[config.mk]
export PLATFORM = sky130hd
export DESIGN_NAME = amp_control_register_bank
export DESIGN_NICKNAME = d
export VERILOG_FILES = /design/src/rtl/amp_regs_pkg.sv /design/src/rtl/amp_control_register_bank.sv /design/src/rtl/strap_decoder.sv
export SDC_FILE = /design/constraint.sdc
export NUM_CORES = 1
export LEC_CHECK = 0
export ABC_AREA = 1
export BUFFER_PORTS_ARGS = -buffer_cell sky130_fd_sc_hd__buf_4
export CAP_MARGIN = 15
export CELL_PAD_IN_SITES_DETAIL_PLACEMENT = 0
export CELL_PAD_IN_SITES_GLOBAL_PLACEMENT = 1
export CORE_MARGIN = 2
export CORE_UTILIZATION = 45
export CTS_BUF_LIST = sky130_fd_sc_hd__clkbuf_8
export CTS_CLUSTER_SIZE = 12
export DETAILED_ROUTE_END_ITERATION = 12
export HOLD_SLACK_MARGIN = 0.08
export PLACE_DENSITY_LB_ADDON = 0.1
export SETUP_SLACK_MARGIN = 0.2
export SLEW_MARGIN = 20
export SYNTH_ARGS = -nofsm -noshare
export SYNTH_HDL_FRONTEND = slang
export SYNTH_SLANG_ARGS = --single-unit
[constraint.sdc]
create_clock -name i_clk -period 2.45 [get_ports i_clk]
set_clock_uncertainty 0.1 [all_clocks]
set_input_delay 0 -clock i_clk [delete_from_list [all_inputs] [get_ports i_clk]]
set_output_delay 0 -clock i_clk [all_outputs]
set_load 0.02 [all_outputs]
[src/rtl/amp_regs_pkg.sv]
// Purpose: Shared constants for the amplifier control register bank.
// Assumes: Byte-wide registers at offsets 0x00 to 0x0a behind a two-wire serial slave.
// Notes:   Index 0 of the default and mask tables is unused; offset 0 is the identity.
package amp_regs_pkg;

   localparam int          NUM_REGS                  = 11;

   // Register offsets
   localparam logic [7:0]  ADDR_IDENTITY             = 8'h00;
   localparam logic [7:0]  ADDR_SYSTEM_CONTROL       = 8'h01;
   localparam logic [7:0]  ADDR_BATTERY_SAFEGUARD    = 8'h02;
   localparam logic [7:0]  ADDR_BOOST_OUTPUT_VOLTAGE = 8'h03;
   localparam logic [7:0]  ADDR_BOOST_PEAK_CURRENT   = 8'h04;
   localparam logic [7:0]  ADDR_AMPLIFIER_GAIN       = 8'h05;
   localparam logic [7:0]  ADDR_LIMITER3_POWER       = 8'h06;
   localparam logic [7:0]  ADDR_LIMITER3_TIMING      = 8'h07;
   localparam logic [7:0]  ADDR_LIMITER2_POWER       = 8'h08;
   localparam logic [7:0]  ADDR_LIMITER2_TIMING      = 8'h09;
   localparam logic [7:0]  ADDR_LIMITER1_CONTROL     = 8'h0a;
   localparam logic [7:0]  ADDR_LAST                 = 8'h0a;

   // Values after reset, indexed by offset
   localparam logic [NUM_REGS-1:0][7:0] REG_DEFAULT = {
      8'h4a, 8'h08, 8'h03, 8'h4e, 8'h43, 8'h10, 8'h11, 8'he8, 8'h09, 8'h70, 8'h00};
   // Host-writable bits; all others are reserved and keep their default
   localparam logic [NUM_REGS-1:0][7:0] REG_WMASK = {
      8'h07, 8'h1c, 8'h0f, 8'hfc, 8'h1f, 8'h1f, 8'h1c, 8'h3f, 8'h1f, 8'hf8, 8'h00};

   localparam logic [7:0]  SOFT_RESET_CMD            = 8'haa;

   // Field positions
   localparam int          SC_SOFTWARE_ENABLE        = 7;
   localparam int          SC_CHARGE_PUMP_ENABLE     = 6;
   localparam int          SC_BOOST_ENABLE           = 5;
   localparam int          SC_OUTPUT_STAGE_ENABLE    = 4;
   localparam int          SC_RECEIVER_COMBO_MODE    = 3;
   localparam int          BS_THRESHOLD_LSB          = 3;
   localparam int          BS_PROTECT_ENABLE         = 2;
   localparam int          BS_CEILING_LSB            = 0;
   localparam int          BV_FORCE_BOOST            = 5;

   // Serial slave address: five fixed bits then the strapped pair
   localparam logic [4:0]  I2C_ADDR_PREFIX           = 5'b10110;
   localparam logic [1:0]  STRAP_GND                 = 2'b00;
   localparam logic [1:0]  STRAP_SCL                 = 2'b01;
   localparam logic [1:0]  STRAP_SDA                 = 2'b10;
   localparam logic [1:0]  STRAP_VDD                 = 2'b11;

   localparam logic [3:0]  BITS_PER_BYTE             = 4'd8;
   localparam logic [3:0]  LAST_TX_BIT               = 4'd7;

endpackage

[src/rtl/amp_control_register_bank.sv]
// Purpose: Configuration registers of the boosted class D amplifier, with serial slave.
// Assumes: i_clk at 20 MHz, far above the 400 kHz serial clock; pins are asynchronous.
// Notes:   Data pin is open drain; o_sda is always low and o_sda_oe pulls the line.
`timescale 1ns/1ns

// Overview of operation
// RULE1: Offset zero always reads the identity value
// RULE2: Writing 0xaa to offset zero restores defaults
// RULE3: Host leaves offsets above 0x0a and reserved alone
// RULE4: Unmapped offsets read undefined; here they read zero
// RULE5: Answer address 10110 plus two strapped bits
// RULE6: Software enable low shuts the amplifier down
// RULE7: Bit 6 enables charge pump, default one
// RULE8: Bits 5, 4 enable boost and output stage
// RULE9: Bit 3 picks receiver combo mode; 2:0 zero
// RULE10: Safeguard bits 4:3 pick battery threshold, default 01
// RULE11: Safeguard bit 2 enables protection, default zero
// RULE12: Force boost low forces protection enable to zero
// RULE13: Safeguard bits 1:0 pick output ceiling, default 01
// RULE14: Force boost selects forced boost or pass-through
// RULE15: Register pointer advances after each acknowledged byte
// RULE16: Host writes address, one offset byte, then data
// RULE17: Reset restores every default and idles the bus
// RULE18: Reserved bits keep defaults and ignore writes
module amp_control_register_bank
   import amp_regs_pkg::*;
#(
   parameter logic [7:0]   IDENTITY_VALUE = 8'h3c   // Arbitrary value
)
(
   // Clock and reset
   input  wire logic       i_clk,
   input  wire logic       i_resetn,
   // Serial bus pins
   input  wire logic       i_scl,
   input  wire logic       i_sda,
   output logic            o_sda,
   output logic            o_sda_oe,
   // Address select strap
   input  wire logic       i_addr_strap,
   // Power control
   output logic            o_software_enable,
   output logic            o_charge_pump_enable,
   output logic            o_boost_enable,
   output logic            o_output_stage_enable,
   output logic            o_receiver_combo_mode,
   // Battery safeguard
   output logic [1:0]      o_battery_trigger_threshold,
   output logic            o_battery_protect_enable,
   output logic [1:0]      o_protected_output_ceiling,
   // Boost and gain
   output logic            o_force_boost,
   output logic [4:0]      o_step_up_voltage_select,
   output logic [2:0]      o_step_up_current_limit,
   output logic [4:0]      o_output_gain_select,
   // Limiters
   output logic            o_limiter3_disable,
   output logic [3:0]      o_limiter3_power,
   output logic [2:0]      o_limiter3_release_time,
   output logic [2:0]      o_limiter3_attack_time,
   output logic [3:0]      o_limiter2_power,
   output logic [2:0]      o_limiter2_attack_time,
   output logic [1:0]      o_limiter1_attack_time,
   output logic            o_limiter1_disable
);

   typedef enum logic [3:0] {
      ST_IDLE, ST_ADDR, ST_ADDR_ACK, ST_REG, ST_REG_ACK,
      ST_WDATA, ST_WDATA_ACK, ST_RDATA, ST_RDATA_ACK
   } slave_state_e;

   slave_state_e state_reg;
   slave_state_e state_next;
   logic [3:0]   cnt_reg;
   logic [3:0]   cnt_next;
   logic [7:0]   shift_reg;
   logic [7:0]   shift_next;
   logic [7:0]   ptr_reg;
   logic [7:0]   ptr_next;
   logic         drive_reg;
   logic         drive_next;
   logic         rw_reg;
   logic         rw_next;
   logic         mack_reg;
   logic         mack_next;
   logic         wr_en;
   logic [7:0]   cfg_reg  [1:NUM_REGS-1];
   logic [7:0]   cfg_next [1:NUM_REGS-1];
   logic [2:0]   power_reg;
   logic         scl_meta;
   logic         scl_s;
   logic         scl_d;
   logic         sda_meta;
   logic         sda_s;
   logic         sda_d;
   logic         strap_meta;
   logic         strap_s;
   logic [1:0]   a2a1;

   // Pins pass two flops before any logic sees them
   always_ff @(posedge i_clk or negedge i_resetn)
   begin
      if (!i_resetn)
      begin
         {scl_meta, scl_s, scl_d}  <= 3'h7;
         {sda_meta, sda_s, sda_d}  <= 3'h7;
         {strap_meta, strap_s}     <= 2'h0;
      end
      else
      begin
         {scl_meta, scl_s, scl_d}  <= {i_scl, scl_meta, scl_s};
         {sda_meta, sda_s, sda_d}  <= {i_sda, sda_meta, sda_s};
         {strap_meta, strap_s}     <= {i_addr_strap, strap_meta};
      end
   end

   wire scl_rise   = scl_s & ~scl_d;
   wire scl_fall   = ~scl_s & scl_d;
   wire start_cond = scl_s & scl_d & sda_d & ~sda_s;
   wire stop_cond  = scl_s & scl_d & ~sda_d & sda_s;

   strap_decoder u_strap (
      .i_clk      (i_clk),
      .i_resetn   (i_resetn),
      .i_scl      (scl_s),
      .i_sda      (sda_s),
      .i_strap    (strap_s),
      .i_start    (start_cond),
      .i_scl_fall (scl_fall),
      .o_a2a1     (a2a1)
   );

   // Reads past the map return zero rather than test content
   function automatic logic [7:0] read_byte(input logic [7:0] addr);
      if (addr == ADDR_IDENTITY)
         return IDENTITY_VALUE;   // RULE1
      else if (addr <= ADDR_LAST)
         return cfg_reg[addr[3:0]];
      else
         return 8'h00;   // RULE4
   endfunction

   // Writable bits from the host, reserved bits from the default table
   function automatic logic [7:0] merge(input logic [7:0] wdata, input int idx);
      return (wdata & REG_WMASK[idx]) | (REG_DEFAULT[idx] & ~REG_WMASK[idx]);   // RULE18
   endfunction

   wire [7:0] rd_byte    = read_byte(ptr_reg);
   wire       addr_match = (shift_reg[7:1] == {I2C_ADDR_PREFIX, a2a1});   // RULE5
   wire       byte_done  = scl_fall && (cnt_reg == BITS_PER_BYTE);
   wire       soft_reset = wr_en && (ptr_reg == ADDR_IDENTITY)
                           && (shift_reg == SOFT_RESET_CMD);   // RULE2

   // Serial slave: sample on clock rise, change data after clock fall
   always_comb
   begin
      state_next = state_reg;
      cnt_next   = cnt_reg;
      shift_next = shift_reg;
      ptr_next   = ptr_reg;
      drive_next = drive_reg;
      rw_next    = rw_reg;
      mack_next  = mack_reg;
      wr_en      = 1'b0;
      if (stop_cond)
      begin
         state_next = ST_IDLE;
         drive_next = 1'b0;
      end
      else if (start_cond)
      begin
         state_next = ST_ADDR;
         cnt_next   = 4'd0;
         drive_next = 1'b0;
      end
      else
      begin
         unique case (state_reg)
            ST_IDLE: ;
            ST_ADDR, ST_REG, ST_WDATA:
               if (scl_rise)
               begin
                  shift_next = {shift_reg[6:0], sda_s};
                  cnt_next   = cnt_reg + 4'd1;
               end
               else if (byte_done)
               begin
                  cnt_next = 4'd0;
                  if (state_reg == ST_ADDR)
                  begin
                     drive_next = addr_match;
                     rw_next    = shift_reg[0];
                     state_next = addr_match ? ST_ADDR_ACK : ST_IDLE;
                  end
                  else if (state_reg == ST_REG)
                  begin
                     ptr_next   = shift_reg;   // RULE16
                     drive_next = 1'b1;
                     state_next = ST_REG_ACK;
                  end
                  else
                  begin
                     wr_en      = 1'b1;
                     ptr_next   = ptr_reg + 8'h01;   // RULE15
                     drive_next = 1'b1;
                     state_next = ST_WDATA_ACK;
                  end
               end
            ST_ADDR_ACK:
               if (scl_fall)
               begin
                  if (rw_reg)
                  begin
                     shift_next = rd_byte;
                     drive_next = ~rd_byte[7];
                     state_next = ST_RDATA;
                  end
                  else
                  begin
                     drive_next = 1'b0;
                     state_next = ST_REG;   // RULE16
                  end
               end
            ST_REG_ACK, ST_WDATA_ACK:
               if (scl_fall)
               begin
                  drive_next = 1'b0;
                  state_next = ST_WDATA;
               end
            ST_RDATA:
               if (scl_fall)
               begin
                  if (cnt_reg == LAST_TX_BIT)
                  begin
                     cnt_next   = 4'd0;
                     drive_next = 1'b0;
                     state_next = ST_RDATA_ACK;
                  end
                  else
                  begin
                     cnt_next   = cnt_reg + 4'd1;
                     shift_next = {shift_reg[6:0], 1'b0};
                     drive_next = ~shift_reg[6];
                  end
               end
            ST_RDATA_ACK:
               if (scl_rise)
               begin
                  mack_next = ~sda_s;
                  if (!sda_s)
                     ptr_next = ptr_reg + 8'h01;   // RULE15
               end
               else if (scl_fall)
               begin
                  // A refused byte ends the read; wait for stop or start
                  shift_next = rd_byte;
                  drive_next = mack_reg & ~rd_byte[7];
                  state_next = mack_reg ? ST_RDATA : ST_IDLE;
               end
         endcase
      end
   end

   always_ff @(posedge i_clk or negedge i_resetn)
   begin
      if (!i_resetn)
      begin
         state_reg <= ST_IDLE;   // RULE17
         cnt_reg   <= 4'd0;
         shift_reg <= 8'h00;
         ptr_reg   <= 8'h00;
         drive_reg <= 1'b0;
         rw_reg    <= 1'b0;
         mack_reg  <= 1'b0;
      end
      else
      begin
         state_reg <= state_next;
         cnt_reg   <= cnt_next;
         shift_reg <= shift_next;
         ptr_reg   <= ptr_next;
         drive_reg <= drive_next;
         rw_reg    <= rw_next;
         mack_reg  <= mack_next;
      end
   end

   // Writes above the map are dropped; those offsets hold test controls
   always_comb
   begin
      for (int i = 1; i < NUM_REGS; i++)
      begin
         if (soft_reset)
            cfg_next[i] = REG_DEFAULT[i];   // RULE2
         else if (wr_en && (ptr_reg == 8'(i)))
            cfg_next[i] = merge(shift_reg, i);   // RULE3
         else
            cfg_next[i] = cfg_reg[i];
      end
      // Protection needs boost forced; pass-through clears it
      cfg_next[ADDR_BATTERY_SAFEGUARD][BS_PROTECT_ENABLE] =
         cfg_next[ADDR_BATTERY_SAFEGUARD][BS_PROTECT_ENABLE]
         & cfg_next[ADDR_BOOST_OUTPUT_VOLTAGE][BV_FORCE_BOOST];   // RULE12
   end

   always_ff @(posedge i_clk or negedge i_resetn)
   begin
      if (!i_resetn)
      begin
         for (int i = 1; i < NUM_REGS; i++)
            cfg_reg[i] <= REG_DEFAULT[i];   // RULE17
      end
      else
      begin
         for (int i = 1; i < NUM_REGS; i++)
            cfg_reg[i] <= cfg_next[i];
      end
   end

   wire [7:0] sys_ctl = cfg_reg[ADDR_SYSTEM_CONTROL];
   wire [7:0] bat_sfg = cfg_reg[ADDR_BATTERY_SAFEGUARD];
   wire [7:0] bst_out = cfg_reg[ADDR_BOOST_OUTPUT_VOLTAGE];
   wire [7:0] l3_tim  = cfg_reg[ADDR_LIMITER3_TIMING];

   // Software disable overrides every power block
   always_ff @(posedge i_clk or negedge i_resetn)
   begin
      if (!i_resetn)
         power_reg <= 3'h0;
      else
         power_reg <= sys_ctl[SC_CHARGE_PUMP_ENABLE -: 3]
                      & {3{sys_ctl[SC_SOFTWARE_ENABLE]}};   // RULE6 RULE7 RULE8
   end

   assign o_sda                       = 1'b0;
   assign o_sda_oe                    = drive_reg;
   assign o_software_enable           = sys_ctl[SC_SOFTWARE_ENABLE];   // RULE6
   assign o_charge_pump_enable        = power_reg[2];   // RULE7
   assign o_boost_enable              = power_reg[1];   // RULE8
   assign o_output_stage_enable       = power_reg[0];   // RULE8
   assign o_receiver_combo_mode       = sys_ctl[SC_RECEIVER_COMBO_MODE];   // RULE9
   assign o_battery_trigger_threshold = bat_sfg[BS_THRESHOLD_LSB +: 2];   // RULE10
   assign o_battery_protect_enable    = bat_sfg[BS_PROTECT_ENABLE];   // RULE11
   assign o_protected_output_ceiling  = bat_sfg[BS_CEILING_LSB +: 2];   // RULE13
   assign o_force_boost               = bst_out[BV_FORCE_BOOST];   // RULE14
   assign o_step_up_voltage_select    = bst_out[4:0];
   assign o_step_up_current_limit     = cfg_reg[ADDR_BOOST_PEAK_CURRENT][4:2];
   assign o_output_gain_select        = cfg_reg[ADDR_AMPLIFIER_GAIN][4:0];
   assign o_limiter3_disable          = cfg_reg[ADDR_LIMITER3_POWER][4];
   assign o_limiter3_power            = cfg_reg[ADDR_LIMITER3_POWER][3:0];
   assign o_limiter3_release_time     = l3_tim[7:5];
   assign o_limiter3_attack_time      = l3_tim[4:2];
   assign o_limiter2_power            = cfg_reg[ADDR_LIMITER2_POWER][3:0];
   assign o_limiter2_attack_time      = cfg_reg[ADDR_LIMITER2_TIMING][4:2];
   assign o_limiter1_attack_time      = cfg_reg[ADDR_LIMITER1_CONTROL][2:1];
   assign o_limiter1_disable          = cfg_reg[ADDR_LIMITER1_CONTROL][0];
endmodule

[src/rtl/strap_decoder.sv]
// Purpose: Works out the two strapped address bits from what the select pin follows.
// Assumes: All inputs already synchronised to i_clk with equal latency.
// Notes:   The pin may be tied to ground, supply, clock line or data line.
`timescale 1ns/1ns
module strap_decoder
   import amp_regs_pkg::*;
(
   // Clock and reset
   input  wire logic       i_clk,
   input  wire logic       i_resetn,
   // Synchronised bus and strap levels
   input  wire logic       i_scl,
   input  wire logic       i_sda,
   input  wire logic       i_strap,
   // Bus events
   input  wire logic       i_start,
   input  wire logic       i_scl_fall,
   // Decoded address bits
   output logic [1:0]      o_a2a1
);

   logic idle_lvl_reg;
   logic start_lvl_reg;
   logic low_lvl_reg;
   logic armed_reg;

   // Every start gives a moment where clock and data differ with clock high
   wire bus_high = i_scl & i_sda;

   always_ff @(posedge i_clk or negedge i_resetn)
   begin
      if (!i_resetn)
      begin
         idle_lvl_reg  <= 1'b0;
         start_lvl_reg <= 1'b0;
         low_lvl_reg   <= 1'b0;
         armed_reg     <= 1'b0;
      end
      else
      begin
         if (bus_high)
            idle_lvl_reg <= i_strap;
         if (i_start)
            start_lvl_reg <= i_strap;
         if (i_start)
            armed_reg <= 1'b1;
         else if (i_scl_fall && armed_reg)
         begin
            armed_reg   <= 1'b0;
            low_lvl_reg <= i_strap;
         end
      end
   end

   // Decision is complete well before the eighth address bit is compared
   assign o_a2a1 = !start_lvl_reg ? (idle_lvl_reg ? STRAP_SDA : STRAP_GND)
                                  : (low_lvl_reg  ? STRAP_VDD : STRAP_SCL);

endmodule

==> results.ini, run 1 <==
[run_status]
outcome=finished, final reports clean

[setup_path]
worst_setup_path_type=reg2reg
maximum_fanout_along_the_worst_path=8
endpoint_kind=flop
crit_path_launch_type=flop
crit_arrival_ps=2350
rr_endpoint=shift_reg[2]$_DFFE_PN0P_
worst_r2r_startpoint=state_reg[1]$_DFFE_PN0P_
rr_worst_depth=10
worst_ep_required_time_ps=2670
reg2reg_slack_ps=320

[min_path]
min_to=strap_meta$_DFF_PN0_
worst_hold_path_type=in2reg
whs_path_depth=2
hold_path.startpoint=i_addr_strap

[cts]
cts_made_buffers=9
cts.path.max_buffers=2
cts.sink_count=88
worst_skew_pair.late_latency_ps=390
ctsHtreeMaxLevel=3
cts.root.buffer_cell=clkbuf_8
cts.clk_slew.worst_paths_ps=100
tritoncts_clock_tree=built

[synthesis]
ys_ff_latch=88
netlist.top_cell.by_area=dfrtp_1
synth_enable_flop_cells=0
yosys.cell_count.top_type=nand2_1
async_reset_ff_share_pct=100
netlist_instances=781
synth_cell_types=34
netlist_top_cells_count=nand2_1, inv_1, nand3_1
synthesis.area_mm2=0.00548
sequential_area_share_after_synthesis_pct=40.7
post-synth-top-area-fraction_pct=28.8
synth-warning-count=0
synth-main-ff-cell=dfrtp_1
yosys-top-cells-area=dfrtp_1, nand2_1, dfstp_2, nand3_1, inv_1
syn-num-nets=792
syn-mean-instance-area_um2=7.02

[pwr]
p_total_mw=5.96
powerDensity_mw_per_mm2=962
power.static_leakage_nw=3.34
max-vdd-ir-drop_mv=0.539

[floorplanning]
die_w_um=114
fp.coreArea_mm2=0.0120
floorplan.rows=40
initial_core_util_pct=45.8
die_h_um=114
num_io_pins=52
die-area_mm2=0.0131

[timing]
final.setup.worst_slack_ps=320
timing_hold_violations_final=0
total_setup_violations_reported_at_the_end_of_the_flow=0
slew_limit_fails=0
final.period_utilization_pct=87.0
setup_tns_ps=0
timing.fmax_mhz=469
unrepaired_setup_endpoints_after_global_routing=true
finalWorstPathRequiredPeriod_ps=2130

[route]
antenna_violating_nets_post_route=0
dr.pass1.iters=5
drt_wl_total_mm=17.1
drt_drc_violations_left=0
avgRoutedWirePerCell_um=17.8
drt_first_iter_violations=377
avgViaCountPerCell=5.41
num_vias=5201

[layout]
area_growth_syn_to_layout_pct=13.0
fin_nets=820
antennaDiodeCount=0
finish.cell_count_without_fillers=961
fillerInstances=1196
post_route_cells_drive_above_1_share_pct=17.8

[placement]
dpl_worst_slack_ps=287
hpwl_mm=12.6
gp_congestion=0.957
numPlacedInstances=937
port_buffers=50

[global_routing]
number_of_antenna_violations_at_the_first_check_in_global_routing=0
grt_pass1_wl_mm=26.9
largest_net_degree_at_the_start_of_global_routing=48
grt-ovfl-total=0
vias_in_the_first_global_route=4941
global_route.usage.total_pct=27.0

[job]
maxCapViolations=0

## critical path, cell delays in order (launching register included)
cell     delay, ps
dfrtp_1        470
inv_1          200
nand2_1         70
nor2_1         300
nand2_1        160
nand2_1         90
nor2_1          40
nand3_1        250
buf_4          200
nor2_1          40
a21oi_1        140
## routing by layer
layer | share of wire, % | global-route usage, % | vias to the layer above
li1 | - | - | 2517
met1 | 44 | 35.4 | 2449
met2 | 48 | 44.3 | 196
met3 | 5.0 | 3.44 | 39
met4 | 3.8 | 13.3 | 0
met5 | 0 | 0 | -
## layout make-up
type                    count  area (µm²)  area share, %
multi-input cells         529        2480           40.1
flip-flops and latches     88        2230           36.1
repair buffers             79         683           11.0
inverters                 101         385           6.22
well taps                 147         184           2.97
clock buffers              11         151           2.44
clock inverters             5        63.8           1.03
repair inverters            1        7.51          0.121
## what timing repair did
item	CTS	global route
gates resized for setup	0	11
hold endpoints to repair	81	0
hold buffers	5	0
buffers inserted	0	1
setup endpoints to repair	0	38
## cell usage in the layout (no fill, tap or decap), types with 5 or more instances in the layout
master,Yosys,layout
nand4_1,25,25
nand2_1,237,234
dfstp_2,25,25
o21ai_0,44,44
inv_1,93,91
nor2_2,5,6
ha_1,6,6
o21ai_1,10,10
clkbuf_8,0,11
nor2_1,66,65
nand3_1,79,79
a21oi_1,19,19
o211ai_1,7,7
inv_2,5,5
buf_4,39,69
dfrtp_1,63,62
o22ai_1,5,5
buf_12,0,5
## metrics by stage
stage / utilization (%) / area (µm²) / hold WS [ps]
after floorplan: - / 5480 / -396
after global placement: 48.8 / 5830 / -76.3
after detailed placement: 48.8 / 5830 / -65.2
after CTS: 51.1 / 6110 / 147
after global routing: 51.8 / 6190 / 152
final: 51.8 / 6190 / 166
## power by group
part | internal [mW] | total [mW] | leakage [nW] | switching [mW]
clock network | 0.534 | 1.11 | 0.106 | 0.573
registers | 1.66 | 1.91 | 1.10 | 0.249
logic | 0.896 | 2.94 | 2.14 | 2.05
total | 3.09 | 5.96 | 3.34 | 2.87
## worst max-delay path by stage
stage                        startpoint                              end  slack, ps  cells past startpoint
6_report       state_reg[1]$_DFFE_PN0P_         shift_reg[2]$_DFFE_PN0P_        320                     10
5_1_grt        state_reg[1]$_DFFE_PN0P_         shift_reg[2]$_DFFE_PN0P_        180                     10
4_1_cts          cnt_reg[0]$_DFFE_PN0P_             bat_sfg[2]$_DFF_PN0_        270                     12
3_5_place_dp     cnt_reg[0]$_DFFE_PN0P_             bat_sfg[2]$_DFF_PN0_        290                     12
3_3_place_gp     cnt_reg[0]$_DFFE_PN0P_             bat_sfg[2]$_DFF_PN0_        340                     12
2_1_floorplan    ptr_reg[1]$_DFFE_PN0P_  o_limiter3_power[2]$_DFFE_PN0P_        270                     10
## logic make-up after synthesis
kind of cell,Yosys count,synth area share [%]
xor+xnor,4,0.639
flops,88,40.7
buf+inv,164,14.4
other cells,1,0.0684
fa+ha+maj,6,1.37
simple gates,429,34.1
compound gates,89,8.67
Power figures use the tool's default switching activity.
==> inputs of run 2 (changes only) <==
Settings changed: CELL_PAD_IN_SITES_DETAIL_PLACEMENT 0 to not set, CELL_PAD_IN_SITES_GLOBAL_PLACEMENT 1 to not set, CORE_UTILIZATION 45 to 60, PLACE_DENSITY set to 0.81, PLACE_DENSITY_LB_ADDON 0.1 to not set.
==> results.ini, run 2 (synthesis gave the netlist of run 1 again) <==
[route]
drt_drc_violations_left=0
dr.pass1.iters=5
avgViaCountPerCell=5.75
antenna_violating_nets_post_route=0
num_vias=5292
drt_first_iter_violations=510
avgRoutedWirePerCell_um=16.7
drt_wl_total_mm=15.4

[global_routing]
grt_pass1_wl_mm=24.6
gr-max-usage-layer=met2
number_of_antenna_violations_at_the_first_check_in_global_routing=0
grt_use_met1_pct=40.1
grt-ovfl-total=0
largest_net_degree_at_the_start_of_global_routing=89
groute.layer.met2.usage_pct=54.6
global_route.usage.total_pct=31.7
vias_in_the_first_global_route=4934
met3_track_utilization_from_global_routing_pct=4.50

[cts]
ctsHtreeMaxLevel=3
cts_made_buffers=9
cts.path.max_buffers=2
cts.root.buffer_cell=clkbuf_8
worst_skew_pair.late_latency_ps=370
tritoncts_clock_tree=built
cts.clk_slew.worst_paths_ps=100
cts.sink_count=88

[setup_path]
timing.critical_path.mode_cell=nand2_1
crit_path_launch_type=flop
maximum_fanout_along_the_worst_path=14
critPathMaxStageDelay_ps=620
crit_family=simple AND/OR/NAND/NOR gates
rr_endpoint=ptr_reg[3]$_DFFE_PN0P_
worstPathCellList=nand4_1 > nand2_4 > inv_2 > nand2_1 > nor2_1 > nand2_1 > clkinvlp_4 > nand2_1 > o21ai_1
crit_arrival_ps=2280
worst_setup_path_type=reg2reg
crit_slowest_cell=dfstp_2
cp_num_buf_inv=2
reg2reg_slack_ps=310
critical_path_depth=9
rr_worst_depth=9
worst_r2r_startpoint=scl_d$_DFF_PN1_
worst_ep_required_time_ps=2590
endpoint_kind=flop

[timing]
unrepaired_setup_endpoints_after_global_routing=true
setup_tns_ps=0
slew_limit_fails=0
timing_hold_violations_final=0
timing.fmax_mhz=467
slew_headroom_pct=47.6
finalWorstPathRequiredPeriod_ps=2140
total_setup_violations_reported_at_the_end_of_the_flow=0
worstMarginPinSlew_ps=786
final.period_utilization_pct=87.4

[layout]
area_growth_syn_to_layout_pct=11.0
layout_common_cells=nand2_1, inv_1, nand3_1
fin_nets=818
post_route_cells_drive_above_1_share_pct=17.9
antennaDiodeCount=0
layout.cells.most_common=nand2_1
finish.cell_count_without_fillers=920

[pwr]
power.switching_fraction_pct=48.1
p_total_mw=5.87
power.static_leakage_nw=3.32
powerDensity_mw_per_mm2=964
switchingPower_mw=2.82
internal_power_mw=3.05
max-vdd-ir-drop_mv=0.647
pwr-share-clk_pct=18.6
share_seq_of_total_power_pct=33.3
share_comb_of_total_power_pct=48.1

[floorplanning]
num_io_pins=52
die-area_mm2=0.00992
die_h_um=99.6
initial_core_util_pct=62.2
fp.coreArea_mm2=0.00881
floorplan.rows=34
die_w_um=99.6

[min_path]
worst_hold_path_type=in2async

[placement]
gp_congestion=1.04
port_buffers=50
numPlacedInstances=895
hpwl_mm=11.1

[job]
maxCapViolations=0

[run_status]
outcome=finished, final reports clean

==> run 2: worst max path at each step <==
stage                            from                         endpoint  slack (ps)
2_1_floorplan  ptr_reg[1]$_DFFE_PN0P_  o_limiter3_power[2]$_DFFE_PN0P_         270
4_1_cts        cnt_reg[1]$_DFFE_PN0P_  o_limiter3_power[1]$_DFFE_PN1P_         240
6_report              scl_d$_DFF_PN1_           ptr_reg[3]$_DFFE_PN0P_         310
3_5_place_dp   cnt_reg[0]$_DFFE_PN0P_  o_limiter3_power[1]$_DFFE_PN1P_         270
5_1_grt        cnt_reg[0]$_DFFE_PN0P_  o_limiter3_power[1]$_DFFE_PN1P_         150
3_3_place_gp   cnt_reg[0]$_DFFE_PN0P_            l3_tim[6]$_DFFE_PN1P_         350
==> run 2: layer usage <==
| layer | share of wire (%) | vias up | routed length (µm) |
|---|---|---|---|
| met2 | 49 | 270 | 7500 |
| met3 | 7.1 | 61 | 1090 |
| met4 | 4.1 | 0 | 629 |
| li1 | - | 2508 | - |
| met5 | 0 | - | 0 |
| met1 | 40 | 2453 | 6150 |
==> run 2: final cells by class <==
cell class | instances | area [µm²]
fill | 783 | 2720
multi-input combinational | 529 | 2500
sequential | 88 | 2230
timing repair buffer | 78 | 623
inverter | 101 | 383
clock buffer | 10 | 138
tap | 108 | 135
clock inverter | 6 | 73.8
==> run 2: stage by stage <==
step / instance area (µm²) / util, % / setup WS (ps) / hold WS, ps
floorplan: 5480 / - / 274 / -396
global placement: 5740 / 65.1 / 355 / 9.11
detailed placement: 5740 / 65.1 / 274 / 9.81
CTS: 5990 / 68.0 / 240 / 181
global route: 6090 / 69.1 / 152 / 185
finish: 6090 / 69.1 / 308 / 153
==> run 2: repair_timing <==
item,CTS,global route
hold buffers,4,0
buffers inserted,0,5
endpoints found under the setup margin,0,42
hold endpoints to repair,66,0
gates resized for setup,0,15
==> run 2: power by group through the flow <==
| stage | sequential [mW] | combinational, mW | clock, mW |
|---|---|---|---|
| floorplan | 1.83 | 1.95 | 0 |
| global placement | 1.95 | 2.64 | 0 |
| detailed placement | 1.96 | 2.69 | 0 |
| CTS | 1.94 | 2.71 | 1.10 |
| global route | 1.98 | 3.12 | 1.16 |
| finish | 1.96 | 2.82 | 1.09 |
==> inputs of run 3 (changes only) <==
Settings changed: CTS_CLUSTER_DIAMETER set to 100.
Clock period 2.45 ns to 2.72 ns, I/O delays scaled along.
==> results.ini, run 3 (synthesis gave the netlist of run 1 again) <==
[route]
avgViaCountPerCell=5.74
drt_first_iter_violations=488
drt_drc_violations_left=0
drt_wl_total_mm=15.3
antenna_violating_nets_post_route=0
dr.pass1.iters=6
avgRoutedWirePerCell_um=16.8
num_vias=5238

[timing]
unrepaired_setup_endpoints_after_global_routing=false
setup_tns_ps=0
timing.fmax_mhz=442
final.period_utilization_pct=83.2
total_setup_violations_reported_at_the_end_of_the_flow=0
final.setup.worst_slack_ps=457
slew_limit_fails=0
timing_hold_violations_final=0
finalWorstPathRequiredPeriod_ps=2260

[floorplanning]
initial_core_util_pct=62.2
floorplan.rows=34
die_h_um=99.6
die_w_um=99.6
fp.coreArea_mm2=0.00881
num_io_pins=52
die-area_mm2=0.00992

[pwr]
power.static_leakage_nw=3.27
switchingPower_mw=2.46
power.switching_fraction_pct=48.6
share_comb_of_total_power_pct=47.5
max-vdd-ir-drop_mv=0.683
pwr-share-clk_pct=17.5
internal_power_mw=2.61
powerDensity_mw_per_mm2=852
share_seq_of_total_power_pct=34.9

[setup_path]
cp_num_buf_inv=2
worst_setup_path_type=reg2reg
crit_family=simple AND/OR/NAND/NOR gates
worstPathCellList=nor2_2 > nand3_2 > inv_1 > nand3b_2 > nand2_1 > nand2_1 > nand2_1 > nand2_1 > inv_1
reg2reg_slack_ps=460
crit_arrival_ps=2470
timing.critical_path.mode_cell=nand2_1
maximum_fanout_along_the_worst_path=12
rr_worst_depth=9
worst_ep_required_time_ps=2920
rr_endpoint=o_limiter2_attack_time[0]$_DFFE_PN0P_
worst_r2r_startpoint=ptr_reg[2]$_DFFE_PN0P_
endpoint_kind=flop
crit_path_launch_type=flop
crit_slowest_cell=dfrtp_1
critPathMaxStageDelay_ps=570

[layout]
final_core_util_pct=67.6
layout_common_cells=nand2_1, inv_1, nand3_1
fillerInstances=764
layout.cells.most_common=nand2_1
antennaDiodeCount=0
register_area_mm2=0.00223
area_growth_syn_to_layout_pct=8.56
post_route_cells_drive_above_1_share_pct=16.0
fin_nets=811
multi_input_area_mm2=0.00246

[placement]
port_buffers=50
dpl_worst_slack_ps=369
gp_congestion=0.992
hpwl_mm=11.2

[cts]
cts.clk_slew.worst_paths_ps=100
cts.path.max_buffers=2
cts.sink_count=88
cts_made_buffers=9
ctsResizeCount=0
ctsHtreeMaxLevel=3
cts.root.buffer_cell=clkbuf_8
worst_skew_pair.late_latency_ps=370
tritoncts_clock_tree=built

[global_routing]
largest_net_degree_at_the_start_of_global_routing=89
grt_pass1_wl_mm=24.8
global_route.usage.total_pct=32.0
number_of_antenna_violations_at_the_first_check_in_global_routing=0
grt-ovfl-total=0
vias_in_the_first_global_route=4997

[run_status]
outcome=finished, final reports clean

[min_path]
worst_hold_path_type=in2async

[job]
maxCapViolations=0

run 3: worst register-to-register path, cell delays in order, from the launching register on:
cell	delay (ps)
dfrtp_1	570
nor2_2	400
nand3_2	240
inv_1	170
nand3b_2	220
nand2_1	210
nand2_1	120
nand2_1	80
nand2_1	50
inv_1	50
run 3: cell type report:
type,count,area share [%]
flip-flops and latches,88,37.5
clock buffers,11,2.54
multi-input cells,529,41.3
inverters,101,6.37
clock inverters,5,0.631
well taps,108,2.27
repair buffers,71,9.34
run 3: what timing repair did:
item | 4_1_cts | 5_1_grt
hold endpoints to repair | 91 | 0
setup buffers | 0 | 2
endpoints found under the setup margin | 0 | 16
hold buffers | 4 | 0
run 3: how the worst max path moves through the flow:
stage / start / to / slack [ps] / cells past startpoint
2_1_floorplan: ptr_reg[1]$_DFFE_PN0P_ / o_limiter3_power[2]$_DFFE_PN0P_ / 540 / 10
3_3_place_gp: sda_s$_DFF_PN1_ / bst_out[0]$_DFFE_PN0P_ / 400 / 7
3_5_place_dp: cnt_reg[0]$_DFFE_PN0P_ / bst_out[3]$_DFFE_PN1P_ / 370 / 10
4_1_cts: cnt_reg[0]$_DFFE_PN0P_ / bst_out[3]$_DFFE_PN1P_ / 330 / 10
5_1_grt: cnt_reg[0]$_DFFE_PN0P_ / o_output_gain_select[1]$_DFFE_PN0P_ / 310 / 10
6_report: ptr_reg[2]$_DFFE_PN0P_ / o_limiter2_attack_time[0]$_DFFE_PN0P_ / 460 / 9
run 3: power by group through the flow:
stage                     Sequential (mW)  Clock (mW)  Combinational, mW
after CTS                            1.76       0.898               2.36
after detailed placement             1.78           0               2.34
final                                1.77       0.887               2.41
after global routing                 1.79       0.947               2.69
after global placement               1.78           0               2.33
after floorplan                      1.64           0               1.76
run 3: through the flow:
stage	cells	hold slack, ps	total power, mW	area (µm²)
2_1_floorplan	781	-396	3.40	5480
3_3_place_gp	891	-32.6	4.10	5710
3_5_place_dp	891	-28.1	4.13	5710
4_1_cts	911	122	5.02	5940
5_1_grt	913	132	5.43	5950
6_report	913	100	5.07	5950
run 3: routing by layer:
| metal | global-route usage, % | routed length (µm) |
|---|---|---|
| met5 | 0 | 0 |
| met4 | 17.0 | 695 |
| met3 | 5.55 | 1200 |
| met2 | 51.8 | 7190 |
| met1 | 41.1 | 6220 |
